**src/design/frbp_pkg.sv**
```systemverilog
// Package of constants and types for the repeat-block and pipeline control.
package frbp_pkg;

  // ==========================================================================
  // Register map
  // ==========================================================================
  localparam logic [3:0]  ADDR_LOOP_STATE = 4'h0;
  localparam logic [3:0]  ADDR_STATUS     = 4'h4;
  localparam logic [3:0]  ADDR_CONTROL    = 4'h8;
  localparam logic [31:0] UNMAPPED_DATA   = 32'h0000_0000;

  // ==========================================================================
  // Field positions of the loop state word
  // ==========================================================================
  localparam int SAVED_BIT    = 31;
  localparam int ACTIVE_BIT   = 30;
  localparam int SIZE_LSB     = 23;
  localparam int END_LSB      = 16;
  localparam int COUNT_LSB    = 0;
  localparam int SIZE_W       = 7;
  localparam int COUNT_W      = 16;
  localparam int PC_W         = 22;
  localparam logic [31:0] LOOP_STATE_RESET = 32'h0000_0000;
  localparam logic [PC_W-1:0] PC_RESET     = 22'h3F_FFC0;

  // ==========================================================================
  // Pipeline classes and latencies
  // ==========================================================================
  localparam logic [2:0] CLASS_CPU      = 3'h0;
  localparam logic [2:0] CLASS_FP_MATH  = 3'h1;
  localparam logic [2:0] CLASS_FP_CONV  = 3'h2;
  localparam logic [2:0] CLASS_FP_ONE   = 3'h3;
  localparam int         EXTRA_CYCLES   = 1;
  localparam int         REG_COUNT      = 8;

  // ==========================================================================
  // Bus slave state
  // ==========================================================================
  typedef enum logic [1:0] {
    FRBP_BUS_IDLE = 2'b01,
    FRBP_BUS_DONE = 2'b10
  } frbp_bus_state_t;

endpackage : frbp_pkg

```
**src/design/frbp_result_mem.sv**
```systemverilog
// Writeback-result memory of the floating-point register file.
`timescale 1ns/1ps
module frbp_result_mem (
  input  wire logic        clock_in,
  input  wire logic        rst_n_in,
  input  wire logic        wr_en_in,
  input  wire logic [2:0]  wr_addr_in,
  input  wire logic [31:0] wr_data_in,
  input  wire logic [2:0]  rd_addr_in,
  output logic      [31:0] rd_data_out
);

  logic [31:0] mem [0:frbp_pkg::REG_COUNT-1];

  always_ff @(posedge clock_in) begin
    if (wr_en_in) begin
      mem[wr_addr_in] <= wr_data_in;
    end
  end

  always_ff @(posedge clock_in) begin
    if (!rst_n_in) begin
      rd_data_out <= 32'h0000_0000;
    end else begin
      rd_data_out <= mem[rd_addr_in];
    end
  end

endmodule : frbp_result_mem

```
**src/design/frbp_pipeline_ctrl.sv**
```systemverilog
// Repeat-block loop control and floating-point pipeline timing.
`timescale 1ns/1ps
//
// Contract
// RL1: interrupt saves active flag, clears active
// RL2: interrupt return restores active, clears saved
// RL3: nonzero count sets active; zero clears it
// RL4: word count bits 29:23 loaded from instruction
// RL5: source uses block sizes 8 to 127
// RL6: end pointer is low seven of pc+1+size
// RL7: zero count runs block once, no active
// RL8: count decrements at block end; count+1 runs
// RL9: active loop redirects fetch to block start
// RL10: loop state writable only by hardware
// RL11: second decode splits CPU from FPU instructions
// RL12: CPU stalls stall the FPU identically
// RL13: some instructions use one extra execute cycle
// RL14: pipelined ops issue every cycle, result later
// RL15: math operations have one delay slot
// RL16: conversions have one delay slot
// RL17: min max compare move have no slot
// RL18: stream aligns FPU to CPU copies
// RL19: stream waits four cycles after CPU copy
module frbp_pipeline_ctrl (
  input  wire logic                          clock_in,
  input  wire logic                          rst_n_in,
  input  wire logic [3:0]                    avs_address_in,
  input  wire logic                          avs_read_in,
  input  wire logic                          avs_write_in,
  input  wire logic [31:0]                   avs_writedata_in,
  input  wire logic [3:0]                    avs_byteenable_in,
  output logic      [31:0]                   avs_readdata_out,
  output logic                               avs_waitrequest_out,
  input  wire logic                          cpu_stall_in,
  input  wire logic                          d2_valid_in,
  input  wire logic                          d2_is_fpu_in,
  input  wire logic [2:0]                    d2_class_in,
  input  wire logic [2:0]                    d2_dest_in,
  input  wire logic [31:0]                   d2_result_in,
  input  wire logic [frbp_pkg::PC_W-1:0]     d2_pc_in,
  input  wire logic                          block_loop_in,
  input  wire logic [frbp_pkg::SIZE_W-1:0]   block_size_in,
  input  wire logic [frbp_pkg::COUNT_W-1:0]  block_count_in,
  input  wire logic                          interrupt_take_in,
  input  wire logic                          interrupt_return_in,
  output logic                               cpu_issue_out,
  output logic                               fpu_issue_out,
  output logic                               fetch_redirect_out,
  output logic      [frbp_pkg::PC_W-1:0]     fetch_target_out,
  output logic                               wb_valid_out,
  output logic      [2:0]                    wb_dest_out,
  output logic      [31:0]                   wb_data_out,
  output logic                               loop_active_out
);

  // ==========================================================================
  // Loop state
  // ==========================================================================
  logic                              loop_active;
  logic                              saved_loop_flag;
  logic [frbp_pkg::SIZE_W-1:0]       block_word_count;
  logic [frbp_pkg::SIZE_W-1:0]       block_end_pointer;
  logic [frbp_pkg::COUNT_W-1:0]      loop_count;
  logic [frbp_pkg::PC_W-1:0]         block_start;
  logic [31:0]                       repeat_loop_state;
  logic                              step;
  logic                              at_end;
  logic [31:0]                       stall_count;
  logic [31:0]                       conflict_count;

  function automatic logic [frbp_pkg::SIZE_W-1:0] end_of_block(
    input logic [frbp_pkg::PC_W-1:0]   pc,
    input logic [frbp_pkg::SIZE_W-1:0] size
  );
    logic [frbp_pkg::PC_W-1:0] sum;
    sum = pc + 22'h00_0001 + {15'h0000, size};
    return sum[frbp_pkg::SIZE_W-1:0];
  endfunction : end_of_block

  // The pipeline advances only when the CPU side advances.
  assign step   = !cpu_stall_in; // RL12
  assign at_end = step && d2_valid_in && !block_loop_in
                  && (d2_pc_in[frbp_pkg::SIZE_W-1:0] == block_end_pointer);

  // Each field is placed by its position so the word layout lives in the package.
  always_comb begin
    repeat_loop_state = frbp_pkg::LOOP_STATE_RESET;
    repeat_loop_state[frbp_pkg::SAVED_BIT]  = saved_loop_flag;
    repeat_loop_state[frbp_pkg::ACTIVE_BIT] = loop_active;
    repeat_loop_state[frbp_pkg::SIZE_LSB+:frbp_pkg::SIZE_W]   = block_word_count;
    repeat_loop_state[frbp_pkg::END_LSB+:frbp_pkg::SIZE_W]    = block_end_pointer;
    repeat_loop_state[frbp_pkg::COUNT_LSB+:frbp_pkg::COUNT_W] = loop_count;
  end

  // Interrupt handling takes priority over active-flag updates in the same cycle; count and fields still update.
  always_ff @(posedge clock_in) begin
    if (!rst_n_in) begin
      loop_active     <= 1'b0;
      saved_loop_flag <= 1'b0;
    end else if (interrupt_take_in) begin
      saved_loop_flag <= loop_active; // RL1
      loop_active     <= 1'b0; // RL1
    end else if (interrupt_return_in) begin
      loop_active     <= saved_loop_flag; // RL2
      saved_loop_flag <= 1'b0; // RL2
    end else if (step && block_loop_in) begin
      loop_active <= (block_count_in != 16'h0000); // RL3 RL7
    end else if (at_end && loop_active && loop_count == 16'h0001) begin
      loop_active <= 1'b0; // RL3 RL8
    end
  end

  // Only hardware fills these fields; bus writes never reach them.
  always_ff @(posedge clock_in) begin
    if (!rst_n_in) begin
      block_word_count  <= 7'h00;
      block_end_pointer <= 7'h00;
      block_start       <= frbp_pkg::PC_RESET;
    end else if (step && block_loop_in) begin
      block_word_count  <= block_size_in; // RL4 RL10
      block_end_pointer <= end_of_block(d2_pc_in, block_size_in); // RL6
      block_start       <= d2_pc_in + 22'h00_0001;
    end
  end

  always_ff @(posedge clock_in) begin
    if (!rst_n_in) begin
      loop_count <= 16'h0000;
    end else if (step && block_loop_in) begin
      loop_count <= block_count_in; // RL8
    end else if (at_end && loop_active && loop_count != 16'h0000) begin
      loop_count <= loop_count - 16'h0001; // RL8
    end
  end

  // Redirect while still active; the last pass falls through the end.
  always_ff @(posedge clock_in) begin
    if (!rst_n_in) begin
      fetch_redirect_out <= 1'b0;
      fetch_target_out   <= frbp_pkg::PC_RESET;
    end else begin
      fetch_redirect_out <= at_end && loop_active && !interrupt_take_in; // RL9
      fetch_target_out   <= block_start; // RL9
    end
  end

  assign loop_active_out = loop_active;

  // ==========================================================================
  // Decode split and execute stages
  // ==========================================================================
  logic        e2_valid;
  logic [2:0]  e2_dest;
  logic [31:0] e2_data;
  logic        two_cycle;
  logic        fpu_go;

  assign two_cycle = (d2_class_in == frbp_pkg::CLASS_FP_MATH) // RL15
                     || (d2_class_in == frbp_pkg::CLASS_FP_CONV); // RL16
  assign fpu_go    = step && d2_valid_in && d2_is_fpu_in;

  always_ff @(posedge clock_in) begin
    if (!rst_n_in) begin
      cpu_issue_out <= 1'b0;
      fpu_issue_out <= 1'b0;
    end else begin
      cpu_issue_out <= step && d2_valid_in && !d2_is_fpu_in; // RL11
      fpu_issue_out <= fpu_go; // RL11
    end
  end

  // Two-cycle operations park in the extra stage; a new one may enter
  // every cycle since the stage holds only one result at a time.
  always_ff @(posedge clock_in) begin
    if (!rst_n_in) begin
      e2_valid <= 1'b0;
      e2_dest  <= 3'h0;
      e2_data  <= 32'h0000_0000;
    end else if (step) begin
      e2_valid <= fpu_go && two_cycle; // RL13 RL14
      e2_dest  <= d2_dest_in;
      e2_data  <= d2_result_in;
    end
  end

  // Single-cycle results retire now unless a two-cycle one is pending in e2; two-cycle ones one step later.
  always_ff @(posedge clock_in) begin
    if (!rst_n_in) begin
      wb_valid_out <= 1'b0;
      wb_dest_out  <= 3'h0;
      wb_data_out  <= 32'h0000_0000;
    end else if (!step) begin
      wb_valid_out <= 1'b0; // RL12
    end else if (e2_valid) begin
      wb_valid_out <= 1'b1; // RL14
      wb_dest_out  <= e2_dest;
      wb_data_out  <= e2_data;
    end else begin
      wb_valid_out <= fpu_go && !two_cycle; // RL17
      wb_dest_out  <= d2_dest_in;
      wb_data_out  <= d2_result_in;
    end
  end

  // A same-cycle retire and single-cycle issue means the stream broke
  // its alignment; it is counted for software, not interlocked.
  always_ff @(posedge clock_in) begin
    if (!rst_n_in) begin
      conflict_count <= 32'h0000_0000;
    end else if (step && e2_valid && fpu_go && !two_cycle) begin
      conflict_count <= conflict_count + 32'h0000_0001; // RL18 RL19
    end
  end

  always_ff @(posedge clock_in) begin
    if (!rst_n_in) begin
      stall_count <= 32'h0000_0000;
    end else if (!step) begin
      stall_count <= stall_count + 32'h0000_0001;
    end
  end

  frbp_result_mem u_result_mem (
    .clock_in    (clock_in),
    .rst_n_in    (rst_n_in),
    .wr_en_in    (wb_valid_out),
    .wr_addr_in  (wb_dest_out),
    .wr_data_in  (wb_data_out),
    .rd_addr_in  (avs_writedata_in[2:0]),
    .rd_data_out ()
  );

  // ==========================================================================
  // Avalon-MM slave: one wait cycle, then the answer
  // ==========================================================================
  frbp_pkg::frbp_bus_state_t bus_state;
  logic [31:0]               next_readdata;

  always_comb begin
    unique case (avs_address_in)
      frbp_pkg::ADDR_LOOP_STATE: next_readdata = repeat_loop_state;
      frbp_pkg::ADDR_STATUS:     next_readdata = stall_count;
      frbp_pkg::ADDR_CONTROL:    next_readdata = conflict_count;
      default:                   next_readdata = frbp_pkg::UNMAPPED_DATA;
    endcase
  end

  always_ff @(posedge clock_in) begin
    if (!rst_n_in) begin
      bus_state           <= frbp_pkg::FRBP_BUS_IDLE;
      avs_waitrequest_out <= 1'b1;
      avs_readdata_out    <= 32'h0000_0000;
    end else begin
      unique case (bus_state)
        frbp_pkg::FRBP_BUS_IDLE: begin
          if (avs_read_in || avs_write_in) begin
            bus_state           <= frbp_pkg::FRBP_BUS_DONE;
            avs_waitrequest_out <= 1'b0;
            avs_readdata_out    <= avs_read_in ? next_readdata : 32'h0000_0000;
          end
        end
        frbp_pkg::FRBP_BUS_DONE: begin
          bus_state           <= frbp_pkg::FRBP_BUS_IDLE;
          avs_waitrequest_out <= 1'b1;
        end
        default: begin
          bus_state           <= frbp_pkg::FRBP_BUS_IDLE;
          avs_waitrequest_out <= 1'b1;
        end
      endcase
    end
  end
endmodule : frbp_pipeline_ctrl

```
**config.mk**
```make
export PLATFORM = sky130hd
export DESIGN_NAME = frbp_pipeline_ctrl
export DESIGN_NICKNAME = d
export VERILOG_FILES = /design/src/design/frbp_pkg.sv /design/src/design/frbp_result_mem.sv /design/src/design/frbp_pipeline_ctrl.sv
export SDC_FILE = /design/constraint.sdc
export NUM_CORES = 1
export LEC_CHECK = 0
export ABC_AREA = 0
export BUFFER_PORTS_ARGS = -buffer_cell sky130_fd_sc_hd__buf_2
export CAP_MARGIN = 25
export CORE_MARGIN = 2
export CORE_UTILIZATION = 30
export DETAILED_ROUTE_END_ITERATION = 8
export PLACE_DENSITY_LB_ADDON = 0.05
export SETUP_SLACK_MARGIN = 0.1
export SLEW_MARGIN = 20
export SYNTH_ARGS = -nofsm -noshare
export SYNTH_HDL_FRONTEND = slang
export SYNTH_SLANG_ARGS = --single-unit
```
**constraint.sdc**
```tcl
create_clock -name clock_in -period 3.2 [get_ports clock_in]
set_clock_uncertainty 0.2 [all_clocks]
set_input_delay 0.64 -clock clock_in [delete_from_list [all_inputs] [get_ports clock_in]]
set_output_delay 0.64 -clock clock_in [all_outputs]
set_load 0.03 [all_outputs]
```
==> impl_metrics.env, run 1 <==
export IMPL_outcome="finished clean"
export IMPL_rows=71
export IMPL_cts_root_buf="clkbuf_16"
export IMPL_intPower_mw=5.665
export IMPL_relSlewSlack_pct=44.94
export IMPL_place_ws_ns=0.3567
export IMPL_firstDrtPassIters=4
export IMPL_min_path_type="input pin to register"
export IMPL_tightest_slew_ns=0.8260
export IMPL_rr_worst_depth=5
export IMPL_period_share_pct=78.62
export IMPL_cellLeakagePower_nw=5.610
export IMPL_clockBufferDepth=3
export IMPL_final_common_cell="dfxtp_1"
export IMPL_finalCriticalPeriod_ns=2.516
export IMPL_reg2reg_slack_ns=0.68
export IMPL_synth_area_um2=11320
export IMPL_seqPwrFrac_pct=43.2
export IMPL_r2r_end="stall_count[31]$_SDFFE_PN0P_"
export IMPL_grt_overflow_total=0
export IMPL_path_class="register to register"
export IMPL_worst_setup_path_start_kind="register"
export IMPL_initial_core_util_pct=30.27
export IMPL_ctsHoldBuffers=0
export IMPL_syn_nets=1463
export IMPL_ant_nets=0
export IMPL_dr_first_iter_drc_count=377
export IMPL_muxShareOfSynthArea_pct=9.992
export IMPL_drv_cap=0
export IMPL_dieArea_um2=39300
export IMPL_layout_drive_gt1_share_pct=19.04
export IMPL_r2r_start="stall_count[10]$_SDFFE_PN0P_"
export IMPL_synth_compound_area_share_pct=11.21
export IMPL_tritoncts="done"
export IMPL_async_reset_ff_share_pct=0
export IMPL_synth_top_family_by_area="simple AND/OR/NAND/NOR gates"
export IMPL_synth_cell_types=65
export IMPL_clock_sink_count=249
export IMPL_hp_start="interrupt_take_in"
export IMPL_swShare_pct=25.53
export IMPL_cp_common_cell="or3_1"
export IMPL_final_max_slew_viol_count=0
export IMPL_p_total_mw=7.608
export IMPL_cts_buffers=31
export IMPL_insertion_delay_ns=0.58
export IMPL_grt_usage_pct=16.45
export IMPL_die_y_um=198.2
export IMPL_areaGrowthSynthToFinish_pct=22.92
export IMPL_setup_tns_ns=0
export IMPL_cp_required_ns=3.50
export IMPL_powerDensity_nw_per_um2=546.8
export IMPL_drc=0
export IMPL_wirelength_um=32630
export IMPL_antenna_found_initial=2
export IMPL_syn_area_per_cell_um2=8.602
export IMPL_rsz0062_at_grt="no"
export IMPL_final_nets=1633
export IMPL_htree_levels=1
export IMPL_grt_pass1_wl_um=51760
export IMPL_holdPathEnd="fetch_redirect_out$_SDFF_PN0_"
export IMPL_synthXorXnorAreaFrac_pct=5.925
export IMPL_yosys_area_share_simple_pct=23.85
export IMPL_ir_worst_vdd_mv=0.4104
export IMPL_io_buffers=191
export IMPL_core_area_um2=37400
export IMPL_num_vias=9706
export IMPL_grt_pass1_vias=9170
export IMPL_fill_cells=3955
export IMPL_grt_max_degree=61
export IMPL_diodes=0
export IMPL_post_cts_buffers=0
export IMPL_power_frac_comb_pct=10.1
export IMPL_clkPwrFrac_pct=46.7
export IMPL_yosysSeqAreaShare_pct=44.04
export IMPL_layout_common_cells="dfxtp_1 (248), nor2_1 (232), buf_2 (190)"
export IMPL_synthAdderAreaFrac_pct=1.614
export IMPL_final_hold_viol_count=0
export IMPL_ys_ff_latch=249
export IMPL_crit_fanout=10
export IMPL_hold_depth=2
export IMPL_gp_congestion=0.8217
export IMPL_worstPathArrival_ns=2.81
export IMPL_synth_cells=1316
export IMPL_vias_per_cell=4.810
export IMPL_wl_per_cell_um=16.17
export IMPL_worstSetupEndpointType="register"
export IMPL_dp_hpwl_um=22800
export IMPL_setup_viol=0
export IMPL_ctsResizeCount=0
export IMPL_ioPinCount=228
export IMPL_path_clk_slew_ns=0.06
export IMPL_setup_ws_ns=0.6842
export IMPL_slowest_stage="or3_1"
export IMPL_die_x_um=198.2
export IMPL_slowest_delay_ns=0.56
export IMPL_yosys_warnings=0
export IMPL_switchingPower_mw=1.942
export IMPL_path_cells="nand4_2, or4_4, or3_1, or3_1, a21oi_1"
export IMPL_synthFlopType="dfxtp_1"
export IMPL_synth_edf_count=0
export IMPL_fmax_ghz=0.3975
## synthesized netlist by cell type (3+ instances only)
| master | count | area, µm² |
|---|---|---|
| o211ai_1 | 5 | 37.54 |
| nor2b_1 | 5 | 31.28 |
| o21ai_0 | 57 | 285.3 |
| inv_1 | 13 | 48.80 |
| nor4b_1 | 4 | 35.03 |
| a22oi_1 | 32 | 240.2 |
| mux2i_1 | 113 | 1131 |
| and3_1 | 17 | 106.4 |
| nand4_1 | 37 | 231.5 |
| ha_1 | 13 | 162.7 |
| or4_1 | 6 | 45.04 |
| a31oi_1 | 15 | 93.84 |
| xor2_1 | 38 | 332.8 |
| nor3_1 | 25 | 125.1 |
| buf_1 | 9 | 33.78 |
| nand2_1 | 105 | 394.1 |
| or3_1 | 10 | 62.56 |
| a211oi_1 | 3 | 22.52 |
| nor2_1 | 232 | 870.8 |
| clkbuf_1 | 74 | 277.8 |
| nand4b_1 | 5 | 43.79 |
| a21oi_1 | 56 | 280.3 |
| xnor2_1 | 36 | 315.3 |
| nand3_1 | 35 | 175.2 |
| a311oi_1 | 4 | 35.03 |
| dfxtp_1 | 249 | 4985 |
| o31ai_1 | 8 | 60.06 |
| and2_1 | 14 | 87.58 |
| nor3b_1 | 3 | 22.52 |
| or2_2 | 3 | 18.77 |
| nor4_1 | 14 | 87.58 |
| a2111oi_0 | 3 | 26.28 |
| nand2b_1 | 23 | 143.9 |
| o21bai_1 | 3 | 22.52 |
| and4_1 | 11 | 96.34 |
## flip-flops by register name, summed over array words and instances, names as in the netlist, 7 cells and up
signal and count:
fetch_target_out 22, block_word_count 7, e2_data 32, block_start 22, conflict_count 32, block_end_pointer 7
avs_readdata_out 32, stall_count 32, wb_data_out 32, loop_count 16
## how the worst max path moves through the flow
stage                                                   end  cells after the start                         start
after detailed placement  block_end_pointer[6]$_SDFFE_PN0P_                     10                   d2_pc_in[0]
final                          stall_count[31]$_SDFFE_PN0P_                      5  stall_count[10]$_SDFFE_PN0P_
after floorplan                  loop_count[2]$_SDFFE_PN0P_                      7                  cpu_stall_in
after global placement    block_end_pointer[5]$_SDFFE_PN0P_                      9                   d2_pc_in[0]
after global routing           stall_count[31]$_SDFFE_PN0P_                      5   stall_count[6]$_SDFFE_PN0P_
after CTS                      stall_count[31]$_SDFFE_PN0P_                      5  stall_count[10]$_SDFFE_PN0P_
## power groups by stage
stage | clock network [mW] | logic, mW | registers [mW]
floorplan | 0 | 0.431 | 3.40
global placement | 0 | 0.773 | 3.35
detailed placement | 0 | 0.774 | 3.35
CTS | 3.68 | 0.776 | 3.29
global route | 3.80 | 0.854 | 3.30
finish | 3.55 | 0.769 | 3.29
## logic make-up after synthesis
group                    Yosys count
AND/OR/NAND/NOR                  561
flip-flops                       249
AO/OA/AOI/OAI                    205
multiplexers                     113
buffers and inverters             99
XOR/XNOR                          75
adder cells (fa/ha/maj)           14
## per-stage QoR
step	std cells	instance area (µm²)	util [%]	hold WS (ns)
after floorplan	1316	11320	-	0.2101
after global placement	1964	12890	34.48	0.2205
after detailed placement	1964	12890	34.48	0.2186
after CTS	2018	13910	37.21	0.05354
after global routing	2018	13910	37.21	0.08403
final	2018	13910	37.21	0.09218
## worst max-delay path, delay by kind of cell, from the launching register on
| family | cells | cell delay (ns) |
|---|---|---|
| and+or+nand+nor | 4 | 1.65 |
| AOI/OAI and AO/OA | 1 | 0.13 |
| DFF | 1 | 0.46 |
## layer usage
metal	vias up	track usage, %	part of all wire, %
met1	4491	23.95	51
met3	43	3.628	5.8
met2	199	24.09	42
li1	4969	-	-
met4	4	4.762	2.0
met5	-	0	0.070
## cell type report
class	count	area (µm²)	share of cell area [%]
Multi-Input combinational cell	968	5979	42.97
Timing Repair Buffer	223	1236	8.884
Inverter	13	53.80	0.3867
Clock inverter	7	113.9	0.8183
Clock buffer	47	905.9	6.510
Tap cell	511	639.4	4.595
Sequential cell	249	4986	35.83
(Power assumes the default switching activity.)
==> inputs of run 2 (changes only) <==
- clock period: 3.2 -> 2.2 ns (I/O delays scaled with it)
==> run 2 against run 1 <==
  * Fmax up 20%
  * Highest routed layer unchanged
  * Largest power group unchanged
  * Die area unchanged
  * Cell area rose by 10%
  * Combinational power rose by 74%
  * Utilization up 3.8 points
  * Setup slack worse by 0.59 ns
  * Critical path depth did not move
  * Global-route usage up 0.63 points
  * Hold slack got worse by 0.064 ns
==> impl_metrics.env, run 2 (same netlist as run 1, synthesis figures left out) <==
export IMPL_outcome="finished clean"
export IMPL_final_hold_viol_count=0
export IMPL_grt_met1_usage_pct=24.30
export IMPL_dp_hpwl_um=24130
export IMPL_wirelength_um=34170
export IMPL_fmax_ghz=0.4752
export IMPL_crit_fanout=4
export IMPL_top_usage_layer="met2"
export IMPL_diodes=0
export IMPL_cts_root_buf="clkbuf_16"
export IMPL_worst_path_stages=5
export IMPL_ff_latch_area_um2=5021
export IMPL_slowest_delay_ns=0.52
export IMPL_insertion_delay_ns=0.57
export IMPL_holdWs_ns=0.02845
export IMPL_worst_setup_path_start_kind="register"
export IMPL_wl_per_cell_um=15.86
export IMPL_grt_usage_pct=17.07
export IMPL_relSlewSlack_pct=51.88
export IMPL_intPower_mw=8.327
export IMPL_grt_use_met3_pct=3.458
export IMPL_grt_overflow_total=0
export IMPL_firstDrtPassIters=6
export IMPL_cellLeakagePower_nw=6.321
export IMPL_die_x_um=198.2
export IMPL_grt_pass1_vias=9762
export IMPL_min_path_type="input pin to register"
export IMPL_cts_buffers=30
export IMPL_seqPwrFrac_pct=42.9
export IMPL_ioPinCount=228
export IMPL_rsz0062_at_grt="yes"
export IMPL_path_class="register to register"
export IMPL_setup_viol=0
export IMPL_power_frac_comb_pct=12.1
export IMPL_startpoint="stall_count[10]$_SDFFE_PN0P_"
export IMPL_core_area_um2=37400
export IMPL_grt_max_degree=70
export IMPL_cp_top_family="simple AND/OR/NAND/NOR gates"
export IMPL_slowest_stage="or4_4"
export IMPL_worstSetupEndpointType="register"
export IMPL_fill_cells=3828
export IMPL_drv_cap=0
export IMPL_clockBufferDepth=3
export IMPL_clkPwrFrac_pct=45.0
export IMPL_dieArea_um2=39300
export IMPL_swShare_pct=25.14
export IMPL_switchingPower_mw=2.796
export IMPL_layout_common_cells="nor2_1 (231), dfxtp_1 (230), buf_2 (190)"
export IMPL_met2_usage_pct=26.42
export IMPL_worstPathArrival_ns=2.39
export IMPL_tightest_slew_ns=0.7217
export IMPL_tritoncts="done"
export IMPL_ir_worst_vdd_mv=0.6058
export IMPL_cp_required_ns=2.49
export IMPL_initial_core_util_pct=30.27
export IMPL_final_max_slew_viol_count=0
export IMPL_final_nets=1772
export IMPL_rr_worst_depth=5
export IMPL_antenna_found_initial=2
export IMPL_ant_nets=0
export IMPL_num_vias=10260
export IMPL_multi_input_area_um2=6153
export IMPL_drc=0
export IMPL_grt_pass1_wl_um=53810
export IMPL_vias_per_cell=4.763
export IMPL_final_common_cell="nor2_1"
export IMPL_hold_depth=3
export IMPL_path_clk_slew_ns=0.06
export IMPL_powerDensity_nw_per_um2=724.8
export IMPL_io_buffers=191
export IMPL_finalCriticalPeriod_ns=2.104
export IMPL_clock_sink_count=249
export IMPL_gp_congestion=0.7943
export IMPL_reg2reg_slack_ns=0.1
export IMPL_setup_tns_ns=0
export IMPL_layout_drive_gt1_share_pct=24.83
export IMPL_path_buf_inv=0
export IMPL_period_share_pct=95.66
export IMPL_dr_first_iter_drc_count=462
export IMPL_crit_end="stall_count[31]$_SDFFE_PN0P_"
export IMPL_rows=71
export IMPL_path_cells="nand4_4, or4_4, or3_4, or3_1, a21oi_1"
export IMPL_htree_levels=1
export IMPL_r2r_start="stall_count[10]$_SDFFE_PN0P_"
export IMPL_r2r_end="stall_count[31]$_SDFFE_PN0P_"
export IMPL_die_y_um=198.2
export IMPL_areaGrowthSynthToFinish_pct=35.58
[run 2: through the flow]
step	util, %	instances	worst slack (ns)	total power, mW	cell area, µm²
2_1_floorplan	-	1316	-0.09742	5.589	11420
3_3_place_gp	36.36	2039	-0.2085	6.109	13600
3_5_place_dp	36.36	2039	-0.2087	6.110	13600
4_1_cts	40.71	2150	0.08526	11.29	15220
5_1_grt	41.04	2154	0.03020	11.62	15350
6_report	41.04	2154	0.09550	11.12	15350
[run 2: layer usage]
metal  wire, µm  vias to the layer above  share of wire, %
li1           -                     5240                 -
met1      16870                     4782                49
met2      14920                      196                44
met3       1851                       40               5.4
met4        516                        2               1.5
met5         11                        -             0.032
[run 2: worst min path at each step]
stage,to,slack [ns],start
floorplan,fetch_target_out[12]$_SDFF_PN1_,0.21,block_start[12]$_SDFFE_PN1P_
global placement,fetch_target_out[10]$_SDFF_PN1_,0.22,block_start[10]$_SDFFE_PN1P_
detailed placement,fetch_target_out[6]$_SDFF_PN1_,0.22,block_start[6]$_SDFFE_PN1P_
CTS,loop_count[4]$_SDFFE_PN0P_,0.001,block_count_in[4]
global route,block_start[8]$_SDFFE_PN1P_,0.04,d2_pc_in[8]
finish,block_start[8]$_SDFFE_PN1P_,0.03,d2_pc_in[8]
[run 2: worst reg2reg max path, cell delays in order, from the launching register on]
cell,delay (ns)
dfxtp_4,0.37
nand4_4,0.10
or4_4,0.52
or3_4,0.40
or3_1,0.31
a21oi_1,0.13
[run 2: power by group through the flow]
| stage | registers (mW) | logic [mW] | clock network [mW] |
|---|---|---|---|
| after floorplan | 4.95 | 0.638 | 0 |
| final | 4.77 | 1.34 | 5.01 |
| after detailed placement | 4.87 | 1.24 | 0 |
| after global routing | 4.79 | 1.48 | 5.35 |
| after global placement | 4.86 | 1.24 | 0 |
| after CTS | 4.77 | 1.34 | 5.19 |
[run 2: area by class of cell]
| type | instances | share of cell area, % |
|---|---|---|
| Tap cell | 511 | 4.166 |
| Inverter | 13 | 0.3506 |
| Multi-Input combinational cell | 968 | 40.09 |
| Clock buffer | 48 | 6.057 |
| Timing Repair Buffer | 363 | 16.22 |
| Sequential cell | 249 | 32.72 |
| Clock inverter | 2 | 0.3913 |
[run 2: what timing repair did]
| action | in CTS | in global routing |
|---|---|---|
| hold endpoints to repair | 60 | 0 |
| hold buffers | 58 | 0 |
| gates resized for setup | 8 | 28 |
| pin swaps | 1 | 6 |
| setup endpoints to repair | 7 | 32 |
| setup buffers | 3 | 4 |
